$ cat config.mk
export PLATFORM = sky130hd
export DESIGN_NAME = qdc_quad_decoder
export DESIGN_NICKNAME = d
export VERILOG_FILES = /design/src/verilog/qdc_pkg.sv /design/src/verilog/qdc_quad_decoder.sv
export SDC_FILE = /design/constraint.sdc
export NUM_CORES = 1
export LEC_CHECK = 0
export ABC_CLOCK_PERIOD_IN_PS = 4780
export BUFFER_PORTS_ARGS = -buffer_cell sky130_fd_sc_hd__buf_2
export CAP_MARGIN = 15
export CORE_ASPECT_RATIO = 0.9
export CORE_MARGIN = 4
export CORE_UTILIZATION = 55
export CTS_BUF_LIST = sky130_fd_sc_hd__clkbuf_4 sky130_fd_sc_hd__clkbuf_8
export DETAILED_ROUTE_END_ITERATION = 10
export HOLD_SLACK_MARGIN = 0.06
export PLACE_DENSITY = 0.86
export RECOVER_POWER = 50
export SLEW_MARGIN = 0
export SYNTH_ARGS = -nofsm -noshare
export SYNTH_HDL_FRONTEND = slang
export SYNTH_SLANG_ARGS = --single-unit
$ cat constraint.sdc
create_clock -name clock -period 4.78 [get_ports clock]
set_clock_uncertainty 0.2 [all_clocks]
set_input_delay 0.239 -clock clock [delete_from_list [all_inputs] [get_ports clock]]
set_output_delay 0.239 -clock clock [all_outputs]
set_load 0.02 [all_outputs]
$ cat src/verilog/qdc_pkg.sv
//
// Functional notes
// - phase A filter enable uses channel 0 value; zero value keeps it off
// - phase B filter enable uses channel 1 value; zero value keeps it off
// - phase A invert flips phase A before edge detection
// - phase B invert flips phase B before edge detection
// - scheme select: 0 quadrature A/B, 1 count and direction
// - read-only direction status: 1 counting up, 0 counting down
// - overflow edge status: 1 wrap at top, 0 wrap at bottom
// - decoder mode enable lets the phases steer the counter
// - decoder mode overrides every other timer mode request
// - decoder enable bit writable only while write protect disable is 1
// - control bits 31 to 8 are read-only zero
// - filter register: channel 0 value bits 3-0, channel 1 bits 7-4
`default_nettype none

package qdc_pkg;

  // ---------------------------------------------------------------
  // register byte addresses
  // ---------------------------------------------------------------
  localparam logic [11:0] ADDR_FILTER = 12'h078;
  localparam logic [11:0] ADDR_QDCTRL = 12'h080;
  localparam logic [11:0] ADDR_WPROT  = 12'h084;
  localparam logic [11:0] ADDR_COUNTER_INITIAL_VALUE  = 12'h088;
  localparam logic [11:0] ADDR_MOD    = 12'h08C;
  localparam logic [11:0] ADDR_COUNT  = 12'h090;
  localparam logic [11:0] ADDR_STATUS = 12'h094;
  localparam logic [11:0] ADDR_IRQEN  = 12'h098;
  localparam logic [11:0] ADDR_IRQCLR = 12'h09C;

  // ---------------------------------------------------------------
  // field positions
  // ---------------------------------------------------------------
  localparam int BIT_FLT_A   = 7;
  localparam int BIT_FLT_B   = 6;
  localparam int BIT_INV_A   = 5;
  localparam int BIT_INV_B   = 4;
  localparam int BIT_SCHEME  = 3;
  localparam int BIT_DIR     = 2;
  localparam int BIT_OVFDIR  = 1;
  localparam int BIT_ENABLE  = 0;
  localparam int BIT_WRITE_PROTECT_DISABLE   = 0;
  localparam int BIT_OVF     = 0;
  localparam int CH0_LSB     = 0;
  localparam int CH1_LSB     = 4;

  // ---------------------------------------------------------------
  // widths, reset values and counts
  // ---------------------------------------------------------------
  localparam int          CNT_W      = 16;
  localparam logic [15:0] COUNTER_INITIAL_VALUE_RST  = 16'h0000;
  localparam logic [15:0] MOD_RST    = 16'hFFFF;
  localparam logic [3:0]  FVAL_RST   = 4'h0;
  localparam logic        CTRL_RST   = 1'b0;
  localparam logic        WRITE_PROTECT_DISABLE_RST  = 1'b0;
  localparam logic [5:0]  STABLE_RST = 6'h00;

endpackage

`default_nettype wire

$ cat src/verilog/qdc_quad_decoder.sv
`timescale 1ns/1ps
`default_nettype none

module qdc_quad_decoder (
  input  wire logic        clock,
  input  wire logic        rst_n,
  input  wire logic [11:0] paddr,
  input  wire logic        psel,
  input  wire logic        penable,
  input  wire logic        pwrite,
  input  wire logic [31:0] pwdata,
  input  wire logic [3:0]  pstrb,
  output var  logic [31:0] prdata,
  output logic             pready,
  output logic             pslverr,
  input  wire logic        phaseAIn,
  input  wire logic        phaseBIn,
  input  wire logic        otherModeRequest,
  output logic             otherModeGrant,
  output logic             quadModeActive,
  output logic [15:0]      countValue,
  output logic             irq
);

  // ---------------------------------------------------------------
  // declarations
  // ---------------------------------------------------------------
  logic        phaseAFilterEnable, next_phaseAFilterEnable;
  logic        phaseBFilterEnable, next_phaseBFilterEnable;
  logic        phaseAInvert,       next_phaseAInvert;
  logic        phaseBInvert,       next_phaseBInvert;
  logic        decodeSchemeSelect, next_decodeSchemeSelect;
  logic        decoderModeEnable,  next_decoderModeEnable;
  logic        writeProtectDisable, next_writeProtectDisable;
  logic        irqEnable,          next_irqEnable;
  logic [3:0]  chan0FilterValue,   next_chan0FilterValue;
  logic [3:0]  chan1FilterValue,   next_chan1FilterValue;
  logic [15:0] counterInitialValue, next_counterInitialValue;
  logic [15:0] counterModulo,      next_counterModulo;
  logic [15:0] count,              next_count;
  logic        countDirectionStatus, next_countDirectionStatus;
  logic        overflowEdgeStatus, next_overflowEdgeStatus;
  logic        counterOverflowFlag, next_counterOverflowFlag;
  logic        prevA,              next_prevA;
  logic        prevB,              next_prevB;
  logic [31:0] next_prdata;
  logic [31:0] readValue;
  logic [31:0] mergedData;
  logic        wrEn;
  logic        rdSetup;
  logic [1:0]  rawPhase;
  logic [1:0]  sync1;
  logic [1:0]  sync2;
  logic [1:0]  phaseFilt;
  logic [1:0]  fltOn;
  logic [5:0]  fltThr [2];
  logic [5:0]  stableCnt [2];
  logic        pa;
  logic        pb;
  logic        aEdge;
  logic        bEdge;
  logic        step;
  logic        stepUp;

  // byte-lane merge, used by the initial value, modulo and irq clear writes
  function automatic logic [31:0] qdcMerge(input logic [31:0] oldVal,
                                           input logic [31:0] wrVal,
                                           input logic [3:0]  strb);
    logic [31:0] res;
    res = oldVal;
    for (int i = 0; i < 4; i++) begin
      if (strb[i]) begin
        res[8*i +: 8] = wrVal[8*i +: 8];
      end
    end
    return res;
  endfunction

  // ---------------------------------------------------------------
  // apb handshake
  // ---------------------------------------------------------------
  // zero wait state: read data is caught in the setup cycle
  assign pready  = 1'b1;
  assign wrEn    = psel & penable & pwrite;
  assign rdSetup = psel & ~penable & ~pwrite;
  assign pslverr = psel & penable &
                   ~((paddr >= qdc_pkg::ADDR_FILTER && paddr < qdc_pkg::ADDR_QDCTRL &&
                      paddr == qdc_pkg::ADDR_FILTER) ||
                     (paddr >= qdc_pkg::ADDR_QDCTRL && paddr <= qdc_pkg::ADDR_IRQCLR &&
                      paddr[1:0] == 2'b00));

  // ---------------------------------------------------------------
  // pin synchronisers and input filters
  // ---------------------------------------------------------------
  assign rawPhase  = {phaseBIn, phaseAIn};
  assign fltOn[0]  = phaseAFilterEnable & (chan0FilterValue != 4'h0);
  assign fltOn[1]  = phaseBFilterEnable & (chan1FilterValue != 4'h0);
  assign fltThr[0] = {chan0FilterValue, 2'b00};
  assign fltThr[1] = {chan1FilterValue, 2'b00};

  genvar g;
  generate
    for (g = 0; g < 2; g++) begin : gPhase
      logic       next_filt;
      logic [5:0] next_stable;

      // glitch must last four cycles per filter step to pass
      always_comb begin
        next_filt   = phaseFilt[g];
        next_stable = qdc_pkg::STABLE_RST;
        if (!fltOn[g]) begin
          next_filt = sync2[g];
        end else if (sync2[g] != phaseFilt[g]) begin
          if (stableCnt[g] + 6'h01 >= fltThr[g]) begin
            next_filt = sync2[g];
          end else begin
            next_stable = stableCnt[g] + 6'h01;
          end
        end
      end

      // two flops before anything looks at the pin
      always_ff @(posedge clock or negedge rst_n) begin
        if (!rst_n) begin
          sync1[g]     <= 1'b0;
          sync2[g]     <= 1'b0;
          phaseFilt[g] <= 1'b0;
          stableCnt[g] <= qdc_pkg::STABLE_RST;
        end else begin
          sync1[g]     <= rawPhase[g];
          sync2[g]     <= sync1[g];
          phaseFilt[g] <= next_filt;
          stableCnt[g] <= next_stable;
        end
      end
    end
  endgenerate

  // ---------------------------------------------------------------
  // register file
  // ---------------------------------------------------------------
  assign mergedData = qdcMerge(32'h0000_0000, pwdata, pstrb);

  always_comb begin
    next_phaseAFilterEnable  = phaseAFilterEnable;
    next_phaseBFilterEnable  = phaseBFilterEnable;
    next_phaseAInvert        = phaseAInvert;
    next_phaseBInvert        = phaseBInvert;
    next_decodeSchemeSelect  = decodeSchemeSelect;
    next_decoderModeEnable   = decoderModeEnable;
    next_writeProtectDisable = writeProtectDisable;
    next_irqEnable           = irqEnable;
    next_chan0FilterValue    = chan0FilterValue;
    next_chan1FilterValue    = chan1FilterValue;
    next_counterInitialValue = counterInitialValue;
    next_counterModulo       = counterModulo;
    if (wrEn && pstrb[0]) begin
      if (paddr == qdc_pkg::ADDR_QDCTRL) begin
        next_phaseAFilterEnable = pwdata[qdc_pkg::BIT_FLT_A];
        next_phaseBFilterEnable = pwdata[qdc_pkg::BIT_FLT_B];
        next_phaseAInvert       = pwdata[qdc_pkg::BIT_INV_A];
        next_phaseBInvert       = pwdata[qdc_pkg::BIT_INV_B];
        next_decodeSchemeSelect = pwdata[qdc_pkg::BIT_SCHEME];
        if (writeProtectDisable) begin
          next_decoderModeEnable = pwdata[qdc_pkg::BIT_ENABLE];
        end
      end else if (paddr == qdc_pkg::ADDR_FILTER) begin
        next_chan0FilterValue = pwdata[qdc_pkg::CH0_LSB +: 4];
        next_chan1FilterValue = pwdata[qdc_pkg::CH1_LSB +: 4];
      end else if (paddr == qdc_pkg::ADDR_WPROT) begin
        next_writeProtectDisable = pwdata[qdc_pkg::BIT_WRITE_PROTECT_DISABLE];
      end else if (paddr == qdc_pkg::ADDR_IRQEN) begin
        next_irqEnable = pwdata[qdc_pkg::BIT_OVF];
      end
    end
    if (wrEn) begin
      if (paddr == qdc_pkg::ADDR_COUNTER_INITIAL_VALUE) begin
        next_counterInitialValue = 16'(qdcMerge({16'h0000, counterInitialValue},
                                                pwdata, pstrb));
      end else if (paddr == qdc_pkg::ADDR_MOD) begin
        next_counterModulo = 16'(qdcMerge({16'h0000, counterModulo}, pwdata, pstrb));
      end
    end
  end

  always_ff @(posedge clock or negedge rst_n) begin
    if (!rst_n) begin
      phaseAFilterEnable  <= qdc_pkg::CTRL_RST;
      phaseBFilterEnable  <= qdc_pkg::CTRL_RST;
      phaseAInvert        <= qdc_pkg::CTRL_RST;
      phaseBInvert        <= qdc_pkg::CTRL_RST;
      decodeSchemeSelect  <= qdc_pkg::CTRL_RST;
      decoderModeEnable   <= qdc_pkg::CTRL_RST;
      writeProtectDisable <= qdc_pkg::WRITE_PROTECT_DISABLE_RST;
      irqEnable           <= qdc_pkg::CTRL_RST;
      chan0FilterValue    <= qdc_pkg::FVAL_RST;
      chan1FilterValue    <= qdc_pkg::FVAL_RST;
      counterInitialValue <= qdc_pkg::COUNTER_INITIAL_VALUE_RST;
      counterModulo       <= qdc_pkg::MOD_RST;
    end else begin
      phaseAFilterEnable  <= next_phaseAFilterEnable;
      phaseBFilterEnable  <= next_phaseBFilterEnable;
      phaseAInvert        <= next_phaseAInvert;
      phaseBInvert        <= next_phaseBInvert;
      decodeSchemeSelect  <= next_decodeSchemeSelect;
      decoderModeEnable   <= next_decoderModeEnable;
      writeProtectDisable <= next_writeProtectDisable;
      irqEnable           <= next_irqEnable;
      chan0FilterValue    <= next_chan0FilterValue;
      chan1FilterValue    <= next_chan1FilterValue;
      counterInitialValue <= next_counterInitialValue;
      counterModulo       <= next_counterModulo;
    end
  end

  // ---------------------------------------------------------------
  // decoder and counter
  // ---------------------------------------------------------------
  // phase A and phase B polarity
  assign pa    = phaseFilt[0] ^ phaseAInvert;
  assign pb    = phaseFilt[1] ^ phaseBInvert;
  assign aEdge = pa ^ prevA;
  assign bEdge = pb ^ prevB;

  // in quadrature mode both phases moving at once is a lost step, so it is dropped
  always_comb begin
    step   = 1'b0;
    stepUp = 1'b0;
    if (decoderModeEnable) begin
      if (decodeSchemeSelect) begin
        step   = aEdge & pa;
        stepUp = pb;
      end else begin
        step   = aEdge ^ bEdge;
        stepUp = aEdge ? (pa ^ prevB) : ~(pb ^ prevA);
      end
    end
  end

  always_comb begin
    next_count                = count;
    next_countDirectionStatus = countDirectionStatus;
    next_overflowEdgeStatus   = overflowEdgeStatus;
    next_counterOverflowFlag  = counterOverflowFlag;
    next_prevA                = pa;
    next_prevB                = pb;
    if (wrEn && paddr == qdc_pkg::ADDR_IRQCLR && mergedData[qdc_pkg::BIT_OVF]) begin
      next_counterOverflowFlag = 1'b0;
    end
    if (step) begin
      next_countDirectionStatus = stepUp;
      if (stepUp && count == counterModulo) begin
        next_count               = counterInitialValue;
        next_overflowEdgeStatus  = 1'b1;
        next_counterOverflowFlag = 1'b1;
      end else if (!stepUp && count == counterInitialValue) begin
        next_count               = counterModulo;
        next_overflowEdgeStatus  = 1'b0;
        next_counterOverflowFlag = 1'b1;
      end else begin
        next_count = stepUp ? count + 16'h0001 : count - 16'h0001;
      end
    end
  end

  always_ff @(posedge clock or negedge rst_n) begin
    if (!rst_n) begin
      count                <= qdc_pkg::COUNTER_INITIAL_VALUE_RST;
      countDirectionStatus <= qdc_pkg::CTRL_RST;
      overflowEdgeStatus   <= qdc_pkg::CTRL_RST;
      counterOverflowFlag  <= qdc_pkg::CTRL_RST;
      prevA                <= 1'b0;
      prevB                <= 1'b0;
    end else begin
      count                <= next_count;
      countDirectionStatus <= next_countDirectionStatus;
      overflowEdgeStatus   <= next_overflowEdgeStatus;
      counterOverflowFlag  <= next_counterOverflowFlag;
      prevA                <= next_prevA;
      prevB                <= next_prevB;
    end
  end

  assign otherModeGrant = otherModeRequest & ~decoderModeEnable;
  assign quadModeActive = decoderModeEnable;
  assign countValue     = count;
  assign irq            = counterOverflowFlag & irqEnable;

  // ---------------------------------------------------------------
  // read path
  // ---------------------------------------------------------------
  always_comb begin
    readValue = 32'h0000_0000;
    if (paddr == qdc_pkg::ADDR_QDCTRL) begin
      readValue[7:0] = {phaseAFilterEnable, phaseBFilterEnable, phaseAInvert,
                        phaseBInvert, decodeSchemeSelect, countDirectionStatus,
                        overflowEdgeStatus, decoderModeEnable};
    end else if (paddr == qdc_pkg::ADDR_FILTER) begin
      readValue[7:0] = {chan1FilterValue, chan0FilterValue};
    end else if (paddr == qdc_pkg::ADDR_WPROT) begin
      readValue[qdc_pkg::BIT_WRITE_PROTECT_DISABLE] = writeProtectDisable;
    end else if (paddr == qdc_pkg::ADDR_COUNTER_INITIAL_VALUE) begin
      readValue[15:0] = counterInitialValue;
    end else if (paddr == qdc_pkg::ADDR_MOD) begin
      readValue[15:0] = counterModulo;
    end else if (paddr == qdc_pkg::ADDR_COUNT) begin
      readValue[15:0] = count;
    end else if (paddr == qdc_pkg::ADDR_STATUS) begin
      readValue[qdc_pkg::BIT_OVF] = counterOverflowFlag;
    end else if (paddr == qdc_pkg::ADDR_IRQEN) begin
      readValue[qdc_pkg::BIT_OVF] = irqEnable;
    end
  end

  assign next_prdata = rdSetup ? readValue : prdata;

  always_ff @(posedge clock or negedge rst_n) begin
    if (!rst_n) begin
      prdata <= 32'h0000_0000;
    end else begin
      prdata <= next_prdata;
    end
  end
endmodule

`default_nettype wire
==> key figures <==
Floorplan
  – Top Ports: 109
  – Die W: 120.4 µm
  – CORE AREA: 10990 µm²
  – Initial core utilization: 56.91%
  – Std cell rows: 36
  – Die height: 109.2 µm
  – Die area: 13150 µm²

Yosys
  – Main flop type after synthesis: dfrtp_1
  – Async set or reset register ratio after synthesis: 100.0%
  – Post-synthesis cell area: 6255 µm²
  – Post-synth EDFFs: 0
  – Syn Area/Cell: 10.48 µm²
  – Netlist cell types: 71
  – Yosys warnings: 0
  – Yosys reg bits: 103
  – Seq/Total Area, Yosys: 41.53%
  – Synth area leaders: dfrtp_1 (35%), mux2_2 (9.0%), dfstp_2 (6.7%)
  – Cells after Synth: 597
  – Most area-hungry cell type in the Yosys netlist: dfrtp_1
  – Yosys top cell area share: 34.81%

Power and ir drop
  – PwrDens: 226.5 nW/µm²
  – Leakage: 3.224 nW
  – Max VDD drop: 0.1346 mV

Cells and area
  – Final instance area: 7033 µm²
  – Finished Core Util: 63.99%
  – Area grow syn2layout: 12.44%
  – Most frequent cells in the layout: dfrtp_1 (87), mux2_2 (50), nor2_1 (49)
  – Fill count: 887
  – Number of diodes: 0
  – Final nets: 769
  – Layout cell share with drive strength beyond 1: 20.46%
  – Most common cell after layout, fill and taps aside: dfrtp_1

Detailed routing
  – TritonRoute pass-1 iters: 8
  – Initial DRC count: 667
  – Post-route ant nets: 0
  – Vias/cell: 6.205
  – Via Count: 5218
  – DRT Wirelength: 16.33 mm
  – Drt drc: 0
  – Drt wl/cell: 19.42 µm

CTS
  – CTS Sinks: 103
  – Root Buffer: clkbuf_8
  – H-tree depth: 3
  – Clk buf depth: 2
  – Worst-path clk slew: 0.12 ns
  – Clk Latency, worst-skew pair: 0.39 ns
  – CTS tree: built
  – TritonCTS buffer count: 9
  – # resized after CTS: 0

STA
  – Max Clk Rate: 0.2301 GHz
  – Fin. max-slew vios: 56
  – Slew @ Worst Pin: 2.840 ns
  – Fin Setup TNS: 0 ns
  – Minimum clock period: 4.346 ns
  – Final Hold Viols: 0
  – Unrepaired setup endpoints after global routing: false
  – Slew Limit Headroom: -89.30%
  – Endpoints failing setup: 0
  – Tcrit/Tclk final: 90.92%

Job
  – Max cap viols: 1

Hold path
  – Hold Startpoint: paddr[4]
  – HP Class: in2reg

Global route
  – Initial antenna violation count: 0
  – Largest net degree at the start of global routing: 56
  – GRT overflow: 0
  – Global-route wire length before repair: 26.36 mm
  – Vias in the first global route: 5113
  – Total GRT Usage: 25.62%

Critical path
  – Critical Path Start: phaseFilt[0]
  – Data arrival, critical path: 4.43 ns
  – Most frequent CP cell: ha_1
  – Critical Path Fanout Max: 16
  – Critical path startpoint category: register
  – Worst path cell trace: xor2_1 > ha_1 > nor2_1 > a221oi_4 > inv_1 > ha_1 > nor2b_1 > o31a_1 > o21ai_0 > nand2b_1 > a2111oi_4 > a2111oi_0 > a221o_1
  – Critical Path RT: 4.86 ns
  – Top delay family on crit path: compound AO/OA/AOI/OAI gates
  – Critical path type: reg2reg
  – Critical path buffers and inverters: 1
  – CP max-delay cell: inv_1
  – Critical Path Max Stage Delay: 0.51 ns
  – Reg2reg start: phaseFilt[0]
  – Worst Setup End Kind: register

Run status
  – Failing checks: capacitance limit, slew limit
  – Status: complete, but fails checks

Placed design
  – DP Wirelength: 11.92 mm
  – Area after DPL: 6694 µm²
  – Routability cong.: 0.9352
  – PortBufs: 73
==> final timing paths <==
path	endpoint	cells past startpoint	slack (ns)
max in group asynchronous	counterInitialValue[10]	3	1.44
worst min-delay path	counterOverflowFlag	4	0.08
worst min register to register	sync2[1]	0	0.16
min in group asynchronous	stableCnt[4]	2	1.10
worst max register to register	countValue[10]	13	0.43
worst max-delay path	countValue[10]	13	0.43
==> tightest hold or removal path, cell delays in order <==
cell     delay, ns
buf_2         0.14
nand2_1       0.11
o41ai_1       0.08
o21ai_0       0.07
==> where the power goes <==
part           internal, mW  switching, mW  leakage (nW)  total (mW)
clock                 0.207          0.352        0.0954       0.559
combinational        0.0466         0.0906          1.79       0.137
sequential            0.886         0.0105          1.34       0.897
==> stage by stage <==
step / hold WS [ns] / total power [mW] / std cells / setup WS [ns]
global placement: 0.1097 / 1.035 / 805 / 0.7984
global route: 0.1018 / 1.652 / 841 / 0.2250
floorplan: -0.2566 / 0.9875 / 612 / 0.7366
finish: 0.08484 / 1.593 / 841 / 0.4340
CTS: 0.06691 / 1.606 / 841 / 0.5750
detailed placement: 0.1190 / 1.041 / 805 / 0.6128
==> cell type report <==
class / instances / area (µm²) / share of cell area [%]
clock buffers: 9 / 123.9 / 1.761
clock inverters: 7 / 78.83 / 1.121
inverters: 14 / 52.55 / 0.7472
multi-input cells: 459 / 3441 / 48.92
flip-flops and latches: 103 / 2597 / 36.93
well taps: 152 / 190.2 / 2.704
repair buffers: 97 / 549.3 / 7.810
==> cells by family after synthesis <==
family	share of synthesized area [%]
multiplexers	10.74
adder cells (fa/ha/maj)	5.921
buffers and inverters	4.321
other	0.1201
XOR/XNOR	7.801
AND/OR/NAND/NOR	14.60
flip-flops	41.53
AO/OA/AOI/OAI	14.96
==> state kept, by name (all words and copies together), names as in the netlist, 2 cells and up <==
| name | cells |
|---|---|
| countValue | 16 |
| chan1FilterValue | 4 |
| sync1 | 2 |
| counterInitialValue | 16 |
| phaseFilt | 2 |
| counterModulo | 16 |
| chan0FilterValue | 4 |
| sync2 | 2 |
| stableCnt | 12 |
| prdata | 16 |
==> synth_stat cells, types with 15 or more instances <==
master    count
dfrtp_1      87
mux2_2       50
nor2_1       49
nand2_1      42
xnor2_1      29
ha_1         28
o21ai_0      23
xor2_1       23
a21oi_1      18
buf_4        17
dfstp_2      16
a222oi_1     15
nand3_1      15
==> per-layer routing <==
layer  vias to the layer above  track usage [%]  wire [µm]
met4                         0            8.576        328
met2                       266            41.60       7764
met1                      2571            34.70       6847
met5                         -                0          0
met3                        31            5.135       1392
li1                       2350                -          -
==> repair_timing <==
action,in CTS,in global routing
hold buffers,20,0
setup buffers,0,0
hold endpoints to repair,101,0
Note: power is estimated with default switching activity, not from simulation.
